`src/include/rsx_pkg.sv`:
```
// Package for the receiver status / transmit control register slice.
// Assumes a host serial control port already decoded to byte-wide register accesses.
package rsx_pkg;

    // ------------------------------------------------------------
    // Register addresses
    // ------------------------------------------------------------
    localparam logic [7:0] RSX_ADDR_EVENT_STATUS  = 8'h07; // receiver_event_status
    localparam logic [7:0] RSX_ADDR_STREAM_STATUS = 8'h08; // receiver_stream_status
    localparam logic [7:0] RSX_ADDR_CRC_STATUS    = 8'h09; // receiver_crc_status
    localparam logic [7:0] RSX_ADDR_CLOCK_MODE    = 8'h0A; // clock_mode_control
    localparam logic [7:0] RSX_ADDR_TX_CONTROL    = 8'h0B; // transmit_control

    // ------------------------------------------------------------
    // Field positions
    // ------------------------------------------------------------
    // receiver_event_status
    localparam int RSX_EV_PARITY   = 0;
    localparam int RSX_EV_NONAUDIO = 1;
    localparam int RSX_EV_RATE     = 2;
    localparam int RSX_EV_INVALID  = 3;
    localparam int RSX_EV_UNLOCK   = 4;
    localparam int RSX_EV_CS_CHG   = 5;
    localparam int RSX_EV_STREAM   = 6;
    localparam int RSX_EV_SUB_CHG  = 7;
    // Bits cleared by a read of receiver_event_status
    localparam logic [7:0] RSX_EV_CLR_MASK = 8'hA5;
    // clock_mode_control
    localparam int RSX_CK_PLL_REF  = 0;
    localparam int RSX_CK_XTAL     = 1;
    localparam int RSX_CK_WCLK_SYNC = 2;
    localparam int RSX_CK_MODE_SELECT_A    = 3;
    localparam int RSX_CK_MCLK_A   = 4;
    localparam int RSX_CK_MCLK_B   = 5;
    localparam int RSX_CK_TX_NEG   = 7;
    localparam logic [7:0] RSX_CK_WMASK = 8'hBF;  // Bit 6 is reserved
    // transmit_control
    localparam int RSX_TX_VALID    = 0;
    localparam int RSX_TX_CRCGEN   = 1;
    localparam int RSX_TX_COPY     = 2;
    localparam int RSX_TX_FMT_LO   = 3;
    localparam int RSX_TX_RATE_LO  = 5;
    localparam int RSX_TX_MSRC     = 7;

    // ------------------------------------------------------------
    // Reset values
    // ------------------------------------------------------------
    localparam logic [7:0] RSX_CK_RESET      = 8'hB0;
    localparam logic [7:0] RSX_TX_RESET      = 8'h32;
    localparam logic [3:0] RSX_FS_RESET      = 4'h1;
    localparam logic [7:0] RSX_TX_CS0_RESET  = 8'h04;

    // ------------------------------------------------------------
    // Channel-status decoding
    // ------------------------------------------------------------
    localparam int RSX_CS_BITS     = 192;
    localparam int RSX_SUB_BITS    = 80;
    localparam int RSX_CS_PRO      = 0;    // Professional-mode bit
    localparam int RSX_CS_NONAUDIO = 1;
    localparam int RSX_CON_EMPH_LO = 3;    // Consumer emphasis field, 3 bits
    localparam int RSX_PRO_EMPH_LO = 2;    // Professional emphasis field, 3 bits
    localparam logic [2:0] RSX_CON_EMPH_ON = 3'h1;
    localparam logic [2:0] RSX_PRO_EMPH_ON = 3'h6;

endpackage

```
`src/hdl/rsx_regs.sv`:
```
// Receiver status, clock mode and transmit control registers of the transceiver.
// Assumes register accesses arrive as one-cycle read/write strobes from the
// serial control port logic, and that all datapath inputs share clock_i.
// Notes on behaviour
// - Parity or biphase error sets parity flag
// - Reading event status clears four event flags
// - Received channel-status change sets change flag
// - Stored subcode change sets subcode flag
// - Unlock bit reads 1 when PLL unlocked
// - Separate nonlinear and surround detect bits
// - Start ID flag sets, cleared by read
// - Emphasis from status bits, rate code upper
// - Status CRC error only professional, selected channel
// - Subcode CRC failure flag readable
// - Word clock sync only when enabled
// - Mode bit picks synchronous or asynchronous
// - Master clock outputs low when disabled
// - Inverted transmit output low when disabled
// - Validity bit inserted from control bit
// - Status CRC generated only professional and enabled
// - Rising copy bit copies all received status
// - Copied status used after next block start
// - Copy bit self-clears after copy completes
// - Channel select picks status source channel
// - Masked events do not drive interrupt pins
`timescale 1ns/1ps
`default_nettype none

module rsx_regs #(
    parameter int CS_BITS  = rsx_pkg::RSX_CS_BITS,  // Channel-status bits per block
    parameter int SUB_BITS = rsx_pkg::RSX_SUB_BITS  // Stored subcode bits
) (
    input  wire logic                clock_i,                 // 100 MHz master clock
    input  wire logic                reset_i,                 // Sync reset, active high
    input  wire logic [7:0]          reg_addr_i,              // Register address
    input  wire logic                reg_wr_i,                // Write strobe
    input  wire logic                reg_rd_i,                // Read strobe
    input  wire logic [7:0]          reg_wdata_i,             // Write data
    output logic      [7:0]          reg_rdata_o,             // Read data, registered
    input  wire logic                parity_err_i,            // Subframe parity error pulse
    input  wire logic                biphase_err_i,           // Biphase coding error pulse
    input  wire logic                invalid_i,               // Received validity bit
    input  wire logic                pll_locked_i,            // Receiver PLL lock
    input  wire logic                nonlinear_detect_i,      // Compressed stream seen
    input  wire logic                cd_surround_detect_i,    // CD surround stream seen
    input  wire logic                start_id_i,              // Tape start ID pulse
    input  wire logic [3:0]          fs_code_i,               // Detected rate code
    input  wire logic                rx_block_start_i,        // Receive block start pulse
    input  wire logic [CS_BITS-1:0]  cs_chan_a_i,             // Channel 1 status block
    input  wire logic [CS_BITS-1:0]  cs_chan_b_i,             // Channel 2 status block
    input  wire logic                cs_crc_err_a_i,          // Channel 1 status CRC bad
    input  wire logic                cs_crc_err_b_i,          // Channel 2 status CRC bad
    input  wire logic                subcode_load_i,          // New subcode frame pulse
    input  wire logic [SUB_BITS-1:0] subcode_i,               // Received subcode bytes
    input  wire logic                subcode_crc_err_i,       // Subcode CRC failed
    input  wire logic                status_channel_select_i, // 0 channel 1, 1 channel 2
    input  wire logic [7:0]          irq_mask_a_i,            // Mask for first irq pin
    input  wire logic [7:0]          irq_mask_b_i,            // Mask for second irq pin
    input  wire logic                mclk_a_i,                // Master clock A source
    input  wire logic                mclk_b_i,                // Master clock B source
    input  wire logic                tx_neg_i,                // Inverted transmit source
    input  wire logic                tx_block_start_i,        // Transmit block start pulse
    output logic                     irq_out_a_o,             // First interrupt pin
    output logic                     irq_out_b_o,             // Second interrupt pin
    output logic                     mclk_out_a_o,            // Gated master clock A
    output logic                     mclk_out_b_o,            // Gated master clock B
    output logic                     tx_diff_negative_o,      // Inverted transmit pin
    output logic                     word_clock_sync_enable_o,// Sync to ext word clock
    output logic                     mode_select_a_o,         // 1 asynchronous mode
    output logic                     crystal_select_o,        // Crystal select
    output logic                     pll_ref_select_o,        // PLL reference select
    output logic                     tx_validity_bit_o,       // Validity bit to send
    output logic                     tx_crc_gen_o,            // Generate status CRC
    output logic [1:0]               mode_select_a_iface_format_o,    // Mode_select_a interface format
    output logic [1:0]               ext_mclk_rate_o,         // External mclk rate
    output logic                     tx_mclk_source_o,        // TX master clock source
    output logic [CS_BITS-1:0]       tx_chan_status_bits_o    // Status bits being sent
);
    import rsx_pkg::*;

    // ------------------------------------------------------------
    // Storage
    // ------------------------------------------------------------
    logic [7:0]          event_q, event_d;     // Event status: sticky and level flags
    logic                start_id_q, start_id_d; // Tape start-ID flag
    logic [3:0]          fs_q;                 // Last rate code seen
    logic                emph_q;               // Last emphasis state seen
    logic [7:0]          clk_mode_q;           // clock_mode_control
    logic [7:0]          tx_ctl_q;             // transmit_control
    logic [CS_BITS-1:0]  rx_chan_status_bits_q;// Received status buffer
    logic [SUB_BITS-1:0] subcode_q;            // Stored subcode
    logic [CS_BITS-1:0]  tx_pend_q;            // Copied, not yet in use
    logic                tx_pend_valid_q;      // A copy waits for block start
    logic [CS_BITS-1:0]  tx_chan_status_bits_q;// Status in use by transmitter
    logic [7:0]          rdata_q;              // Read data register

    // ------------------------------------------------------------
    // Decode
    // ------------------------------------------------------------
    // Strobes qualified by address; each lasts one cycle, so a read
    // clears its flags exactly once however long the address stands
    wire rd_event  = reg_rd_i && (reg_addr_i == RSX_ADDR_EVENT_STATUS);
    wire rd_stream = reg_rd_i && (reg_addr_i == RSX_ADDR_STREAM_STATUS);
    wire wr_clk    = reg_wr_i && (reg_addr_i == RSX_ADDR_CLOCK_MODE);
    wire wr_tx     = reg_wr_i && (reg_addr_i == RSX_ADDR_TX_CONTROL);

    // Channel-status source, chosen by the select input
    wire [CS_BITS-1:0] cs_sel = status_channel_select_i ? cs_chan_b_i : cs_chan_a_i;
    wire cs_pro    = cs_sel[RSX_CS_PRO];
    wire cs_crc_sel = status_channel_select_i ? cs_crc_err_b_i : cs_crc_err_a_i;

    // Emphasis field sits at a different place in each status format
    wire emph_con = cs_sel[RSX_CON_EMPH_LO +: 3] == RSX_CON_EMPH_ON;
    wire emph_pro = cs_sel[RSX_PRO_EMPH_LO +: 3] == RSX_PRO_EMPH_ON;
    wire emph_now = cs_pro ? emph_pro : emph_con;

    // ------------------------------------------------------------
    // Event detection
    // ------------------------------------------------------------
    wire set_parity = parity_err_i || biphase_err_i;
    wire set_rate   = (fs_code_i != fs_q) || (emph_now != emph_q);
    wire set_cs     = rx_block_start_i && (cs_sel != rx_chan_status_bits_q);
    wire set_sub    = subcode_load_i && (subcode_i != subcode_q);

    // Sticky flags: a read clears, but a same-cycle event wins
    wire [7:0] ev_set = {set_sub, 1'b0, set_cs, 1'b0, 1'b0, set_rate, 1'b0, set_parity};
    wire [7:0] ev_clr = rd_event ? RSX_EV_CLR_MASK : 8'h00;
    wire [7:0] sticky = (event_q & ~ev_clr) | ev_set;

    // Level bits follow their sources directly
    always_comb begin
        event_d                   = sticky & RSX_EV_CLR_MASK;
        event_d[RSX_EV_NONAUDIO]  = cs_sel[RSX_CS_NONAUDIO];
        event_d[RSX_EV_INVALID]   = invalid_i;
        event_d[RSX_EV_UNLOCK]    = !pll_locked_i;
        event_d[RSX_EV_STREAM]    = nonlinear_detect_i || cd_surround_detect_i;
    end

    // Start ID clears on a stream-status read, again losing to a new event
    assign start_id_d = (start_id_q && !rd_stream) || start_id_i;

    // ------------------------------------------------------------
    // Status registers
    // ------------------------------------------------------------
    // Status flags and change trackers
    always_ff @(posedge clock_i) begin
        if (reset_i) begin
            event_q    <= 8'h00;
            start_id_q <= 1'b0;
            fs_q       <= RSX_FS_RESET;
            emph_q     <= 1'b0;
        end else begin
            event_q    <= event_d;
            start_id_q <= start_id_d;
            fs_q       <= fs_code_i;
            emph_q     <= emph_now;
        end
    end

    // Receive buffers; reset matters for the first comparison and for a copy taken before the first receive block start
    always_ff @(posedge clock_i) begin
        if (reset_i) begin
            rx_chan_status_bits_q <= '0;
            subcode_q             <= '0;
        end else begin
            if (rx_block_start_i) begin
                rx_chan_status_bits_q <= cs_sel;
            end
            if (subcode_load_i) begin
                subcode_q <= subcode_i;
            end
        end
    end

    // ------------------------------------------------------------
    // Control registers
    // ------------------------------------------------------------
    // Copy request: only a 0-to-1 change of the copy bit starts a copy
    wire copy_start = wr_tx && reg_wdata_i[RSX_TX_COPY] && !tx_ctl_q[RSX_TX_COPY];

    // Copy bit: set by the rising write, cleared once the copy has landed
    wire copy_bit_d = copy_start ? 1'b1
                    : tx_ctl_q[RSX_TX_COPY] ? 1'b0
                    : 1'b0;
    // A second write of 1 during the copy cycle cannot retrigger it; the
    // copy bit stands for exactly one cycle, so that window is short.

    always_ff @(posedge clock_i) begin
        if (reset_i) begin
            clk_mode_q <= RSX_CK_RESET;
            tx_ctl_q   <= RSX_TX_RESET;
        end else begin
            if (wr_clk) begin
                clk_mode_q <= reg_wdata_i & RSX_CK_WMASK;
            end
            if (wr_tx) begin
                tx_ctl_q <= reg_wdata_i;
            end
            tx_ctl_q[RSX_TX_COPY] <= copy_bit_d;
        end
    end

    // ------------------------------------------------------------
    // Transmit channel-status buffer
    // ------------------------------------------------------------
    // The copy takes one cycle; the transmitter keeps the old block until
    // the next block boundary so a block is never sent half old, half new.
    // A block start in the copy cycle itself is skipped; the pending copy
    // then waits for the following boundary.
    always_ff @(posedge clock_i) begin
        if (reset_i) begin
            tx_pend_q             <= {{(CS_BITS-8){1'b0}}, RSX_TX_CS0_RESET};
            tx_pend_valid_q       <= 1'b0;
            tx_chan_status_bits_q <= {{(CS_BITS-8){1'b0}}, RSX_TX_CS0_RESET};
        end else begin
            if (tx_ctl_q[RSX_TX_COPY]) begin
                tx_pend_q       <= rx_chan_status_bits_q;
                tx_pend_valid_q <= 1'b1;
            end else if (tx_block_start_i && tx_pend_valid_q) begin
                tx_chan_status_bits_q <= tx_pend_q;
                tx_pend_valid_q       <= 1'b0;
            end
        end
    end

    // ------------------------------------------------------------
    // Read path
    // ------------------------------------------------------------
    // Rate code and emphasis read their registered copies, so the rate
    // flag and the value that it announces appear in the same cycle.
    wire [7:0] stream_word = {fs_q, emph_q, start_id_q,
                              cd_surround_detect_i, nonlinear_detect_i};
    wire       cs_crc_flag = cs_pro && cs_crc_sel;
    wire [7:0] crc_word    = {6'h00, subcode_crc_err_i, cs_crc_flag};

    // Read mux; unmapped addresses read zero
    wire [7:0] rd_mux = (reg_addr_i == RSX_ADDR_EVENT_STATUS)  ? event_q
                      : (reg_addr_i == RSX_ADDR_STREAM_STATUS) ? stream_word
                      : (reg_addr_i == RSX_ADDR_CRC_STATUS)    ? crc_word
                      : (reg_addr_i == RSX_ADDR_CLOCK_MODE)    ? clk_mode_q
                      : (reg_addr_i == RSX_ADDR_TX_CONTROL)    ? tx_ctl_q
                      : 8'h00;

    // Read data is captured with the strobe and held until the next read
    always_ff @(posedge clock_i) begin
        if (reset_i) begin
            rdata_q <= 8'h00;
        end else if (reg_rd_i) begin
            rdata_q <= rd_mux;
        end
    end

    // ------------------------------------------------------------
    // Outputs
    // ------------------------------------------------------------
    assign reg_rdata_o           = rdata_q;
    // Interrupt pins are level ORs of unmasked flags; a pin held by a
    // sticky flag drops only once the host reads the event register
    assign irq_out_a_o           = |(event_q & ~irq_mask_a_i);
    assign irq_out_b_o           = |(event_q & ~irq_mask_b_i);
    // Clock gating by AND; an enable change mid-high can shorten one pulse
    assign mclk_out_a_o          = mclk_a_i && clk_mode_q[RSX_CK_MCLK_A];
    assign mclk_out_b_o          = mclk_b_i && clk_mode_q[RSX_CK_MCLK_B];
    assign tx_diff_negative_o    = tx_neg_i && clk_mode_q[RSX_CK_TX_NEG];
    assign word_clock_sync_enable_o = clk_mode_q[RSX_CK_WCLK_SYNC];
    assign mode_select_a_o       = clk_mode_q[RSX_CK_MODE_SELECT_A];
    assign crystal_select_o      = clk_mode_q[RSX_CK_XTAL];
    assign pll_ref_select_o      = clk_mode_q[RSX_CK_PLL_REF];
    assign tx_validity_bit_o     = tx_ctl_q[RSX_TX_VALID];
    assign tx_crc_gen_o          = tx_ctl_q[RSX_TX_CRCGEN]
                                   && tx_chan_status_bits_q[RSX_CS_PRO];
    assign mode_select_a_iface_format_o  = tx_ctl_q[RSX_TX_FMT_LO +: 2];
    assign ext_mclk_rate_o       = tx_ctl_q[RSX_TX_RATE_LO +: 2];
    assign tx_mclk_source_o      = tx_ctl_q[RSX_TX_MSRC];
    assign tx_chan_status_bits_o = tx_chan_status_bits_q;
endmodule

`default_nettype wire

```
`config.mk`:
```
export PLATFORM = sky130hd
export DESIGN_NAME = rsx_regs
export DESIGN_NICKNAME = d
export VERILOG_FILES = /design/src/include/rsx_pkg.sv /design/src/hdl/rsx_regs.sv
export SDC_FILE = /design/constraint.sdc
export NUM_CORES = 1
export LEC_CHECK = 0
export BUFFER_PORTS_ARGS = -buffer_cell sky130_fd_sc_hd__buf_2
export CORE_ASPECT_RATIO = 1.25
export CORE_MARGIN = 5
export CORE_UTILIZATION = 30
export CTS_BUF_LIST = sky130_fd_sc_hd__clkbuf_4 sky130_fd_sc_hd__clkbuf_8
export DETAILED_ROUTE_END_ITERATION = 12
export PLACE_DENSITY_LB_ADDON = 0.1
export RECOVER_POWER = 50
export SLEW_MARGIN = 40
export SYNTH_ARGS = -nofsm -noshare
export SYNTH_HDL_FRONTEND = slang
export SYNTH_SLANG_ARGS = --single-unit
```
`constraint.sdc`:
```
create_clock -name clock_i -period 2.8 [get_ports clock_i]
set_input_delay 0.28 -clock clock_i [delete_from_list [all_inputs] [get_ports clock_i]]
set_output_delay 0.28 -clock clock_i [all_outputs]
set_load 0.1 [all_outputs]
```
== Yosys cells after proc, flatten, opt, wreduce, memory -nomap -nowiden ==
Cells that the tools add are included.

* Flip-flop bits (word level): 694
* Bits of input ports: 521
* Output and inout bits: 216

* Equal/unequal tests: 11
* Multiplexer cells: 12
* Bitwise operators: 8
* Reduce and logical (&&, ||, !) cells: 26

{| class="wikitable"
|+ Operators with widths
! cell !! count
|-
| $mux W192 || 1
|-
| $ne A192 B192 Y1 || 1
|-
| $ne A80 B80 Y1 || 1
|-
| $mux W8 || 6
|-
| $eq A8 B4 Y1 const B || 4
|-
| $and A8 B8 Y8 || 3
|-
| $not A8 Y8 || 3
|-
| $reduce_or A8 Y1 || 2
|-
| $logic_and A1 B1 Y1 || 15
|-
| $eq A8 B3 Y1 const B || 1
|-
| $or A8 B8 Y8 || 1
|-
| $mux W1 || 5
|-
| $logic_or A1 B1 Y1 || 4
|-
| $ne A4 B4 Y1 || 1
|-
| $eq A3 B1 Y1 const B || 1
|-
| $eq A3 B3 Y1 const B || 1
|-
| $logic_not A1 Y1 || 3
|-
| $reduce_and A2 Y1 || 1
|-
| $reduce_bool A2 Y1 || 1
|-
| $ne A1 B1 Y1 || 1
|-
| $not A1 Y1 || 1
|}

== Longest topological paths before layout ==
* Word-level depth: 6
* Mapped depth: 11

== Least setup slack after synthesis ==
OpenSTA, ideal clock, no wires.

* Path kind: input -> register
* Start: input port status_channel_select_i
* End: register event_q[5]
* Setup time: 134 ps
* Data arrival time: 2091 ps
* Setup slack: 576 ps
* Stages on the path: 11
* Buffers on the path: 4
* Cell sequence: buf_6 buf_6 buf_6 buf_6 mux2i_1 xor2_1 nand4_1 nor4_1 nand4_1 nor4_2 a311oi_1

* Word-level cells in the longest chain between the ends: 4

{| class="wikitable"
|+ RTL lines
! item !! RTL line !! text
|-
| from (decl) || rsx_regs.sv:56 || <nowiki>input wire logic status_channel_select_i,</nowiki>
|-
| $mux W192 || rsx_regs.sv:108 || <nowiki>wire [CS_BITS-1:0] cs_sel = status_channel_select_i ? cs_chan_b_i : cs_chan_a_i;</nowiki>
|-
| $ne A192 B192 Y1 || rsx_regs.sv:122 || <nowiki>wire set_cs = rx_block_start_i && (cs_sel != rx_chan_status_bits_q);</nowiki>
|-
| $logic_and A1 B1 Y1 || rsx_regs.sv:122 ||
|-
| $or A8 B8 Y8 || rsx_regs.sv:128 || <nowiki>wire [7:0] sticky = (event_q & ~ev_clr) | ev_set;</nowiki>
|-
| to (signal assigned) || rsx_regs.sv:153 || <nowiki>event_q <= event_d;</nowiki>
|-
| to (decl) || rsx_regs.sv:84 || <nowiki>logic [7:0] event_q, event_d;</nowiki>
|}

No other way between the ends.
A chain may end at the register's enable or synchronous reset.

== Worst setup path in the final report ==
Ends and elaborated chain as after synthesis.

==> results.json <==
{
  "status": "finished with violations",
  "violations": "max-capacitance violations, max-slew violations",
  "area_growth_pct": 42.61,
  "setup_viol": 0,
  "cts_tree": "done",
  "max_freq_mhz": 373.9,
  "ir_worst_vdd_uv": 350.8,
  "grt_use_total_pct": 24.64,
  "core_um2": 95980,
  "slew_headroom_pct": -36.04,
  "ant_nets": 0,
  "cts_buffers": 119,
  "cp_slowest_stage_delay_ns": 0.77,
  "drv_slew": 192,
  "first_iter_violations": 1596,
  "path_max_fanout": 14,
  "critical_path.cell_chain": "buf_8 > clkbuf_1 > mux2i_1 > xnor2_1 > nor4_1 > nand4_1 > or4_1 > nor4_2 > a311oi_1",
  "die_w_um": 288.1,
  "pin_count": 737,
  "synthCells": 3127,
  "power.density_nw_per_um2": 570.8,
  "syn-cell-area_um2": 29000,
  "critPathBufInv": 2,
  "die_area_um2": 103000,
  "max_cap_violations": 4,
  "fp.dieH_um": 357.6,
  "seq_area_frac_synth_pct": 47.92,
  "clock_path_buffers": 3,
  "ctsRootBufferMaster": "clkbuf_8",
  "clk_pin_slew_ns": 0.06,
  "min_path_type": "in2reg",
  "multi_input_area_um2": 14080,
  "crit_type": "in2reg",
  "yosys_warnings": 0,
  "grt_max_degree": 112,
  "grt_pass1_vias": 27140,
  "via_per_inst": 4.740,
  "post_cts_buffers": 0,
  "htreeDepth": 3,
  "crit_required_ns": 3.43,
  "synthDistinctLibCells": 40,
  "port_buffers": 736,
  "synth.largest_area_cell": "dfxtp_1",
  "mostFrequentLayoutCells": "buf_2, dfxtp_1, nor2_1, mux2i_1, dlygate4sd3_1",
  "synth_async_sr_flop_share_pct": 0,
  "overflow": 0,
  "total_leakage_power_uw": 0.01702,
  "placed_area_um2": 34560,
  "start_kind": "input pin",
  "clock-sinks": 694,
  "skew_ns": 0.03793,
  "antenna_found_initial": 27,
  "fin_area_um2": 41350,
  "cp.arrival_ns": 3.30,
  "rsz0062_at_grt": "no",
  "fin_crit_ns": 2.674,
  "initial_utilization_pct": 30.21,
  "netlist.area_leader.share_pct": 47.92,
  "regArea_um2": 13900,
  "synth-main-ff-cell": "dfxtp_1",
  "fillCellCount": 9704,
  "finalHoldViolCount": 0,
  "whs_ns": 0.05488,
  "syn_area_per_cell_um2": 9.273,
  "avgRoutedWirePerCell_um": 23.34,
  "ys_seq_elements": 694,
  "vias": 27060,
  "setup.worst_path.end_class": "flip-flop",
  "place_hpwl_um": 99250,
  "path_delay_family": "simple AND/OR/NAND/NOR gates",
  "layout_commonest_cell": "buf_2",
  "insertion_delay_ns": 0.75,
  "grt_pass1_wl_um": 188200,
  "period_share_pct": 95.51,
  "synth.area.top_cells": "dfxtp_1, mux2i_1, nor2_1, xnor2_1, nand2_1",
  "synth_nets": 3648,
  "dr.pass1.iters": 5,
  "place.gp.congestion": 0.8549,
  "worst_slew_pin_slew_ns": 2.041,
  "fp-row-count": 127,
  "drive_gt1_share_pct": 23.91,
  "cp_slowest_cell": "clkbuf_1",
  "wirelength_um": 133200,
  "fin_nets": 4834,
  "drc_errors": 0,
  "final_cells": 5708,
  "placed_cells": 5035,
  "synth_edf_count": 0
}
## flip-flops by register name (all words and copies together) (netlist names)
| register | cells |
|---|---|
| clk_mode_q | 7 |
| emph_q | 1 |
| event_q | 8 |
| fs_q | 4 |
| reg_rdata_o | 8 |
| rx_chan_status_bits_q | 192 |
| start_id_q | 1 |
| subcode_q | 80 |
| tx_chan_status_bits_o | 192 |
| tx_ctl_q | 8 |
| tx_pend_q | 192 |
| tx_pend_valid_q | 1 |
## routing by layer
layer,wire [um],vias up,global-route usage (%)
li1,-,13100,-
met1,55020,12860,29.92
met2,64490,906,42.83
met3,9603,174,6.701
met4,4011,14,7.093
met5,102,-,0
## stage by stage
step	util, %	total power, uW	worst slack (ns)	setup TNS, ns
global placement	36.00	13520	-0.3390	-0.3390
CTS	43.23	23960	0.1023	0
global route	43.05	24560	0.05687	0
floorplan	-	12030	0.5758	0
detailed placement	36.00	13510	-0.3796	-0.3796
finish	43.08	23600	0.1257	0
## tightest hold or removal path, stage by stage
cell	delay (ns)
buf_2	0.13
mux2i_1	0.24
a211oi_1	0.11
## power breakdown
part | switching [uW] | internal (uW)
Clock | 4380 | 5350
Combinational | 1820 | 1580
Sequential | 300 | 10200
Total | 6500 | 17100
## cell usage after synthesis (9+ instances only)
library cell / n
dfxtp_1: 694
nor2_1: 495
mux2i_1: 467
nand2_1: 399
xnor2_1: 202
a211oi_1: 197
a21oi_1: 196
clkbuf_1: 168
xor2_1: 69
nor4_1: 56
buf_1: 30
nand4_1: 28
inv_1: 14
buf_6: 11
o22ai_1: 10
buf_2: 9
## kinds of logic after synthesis
kind of cell / share of synthesized area, %
DFF: 47.92
AOI/OAI and AO/OA: 9.329
muxes: 16.71
buffers and inverters: 3.534
xor gates and xnor gates: 8.186
and+or+nand+nor: 14.33
## timing repair
item	4_1_cts	5_1_grt
resized for setup	1	0
hold buffers	446	0
endpoints found under the hold margin	301	0
endpoints found under the setup margin	1	0
## final cells by class
class                           count  area share [%]
Timing Repair Buffer             1291           22.24
Tap cell                         1290           3.903
Clock inverter                     19          0.4055
Sequential cell                   694           33.61
Inverter                           14          0.1271
Antenna cell                       19          0.1150
Clock buffer                      188           5.561
Multi-Input combinational cell   2193           34.04
## worst paths after layout
kind / cells after the start / slack, ns / startpoint / end
max: 9 / 0.13 / status_channel_select_i / event_q[5]
min: 3 / 0.05 / cs_chan_b_i[101] / rx_chan_status_bits_q[101]
max reg2reg: 4 / 0.28 / tx_ctl_q[2] / tx_chan_status_bits_o[58]
min reg2reg: 2 / 0.44 / tx_pend_q[190] / tx_chan_status_bits_o[190]
Note: power is estimated with default switching activity, not from simulation.
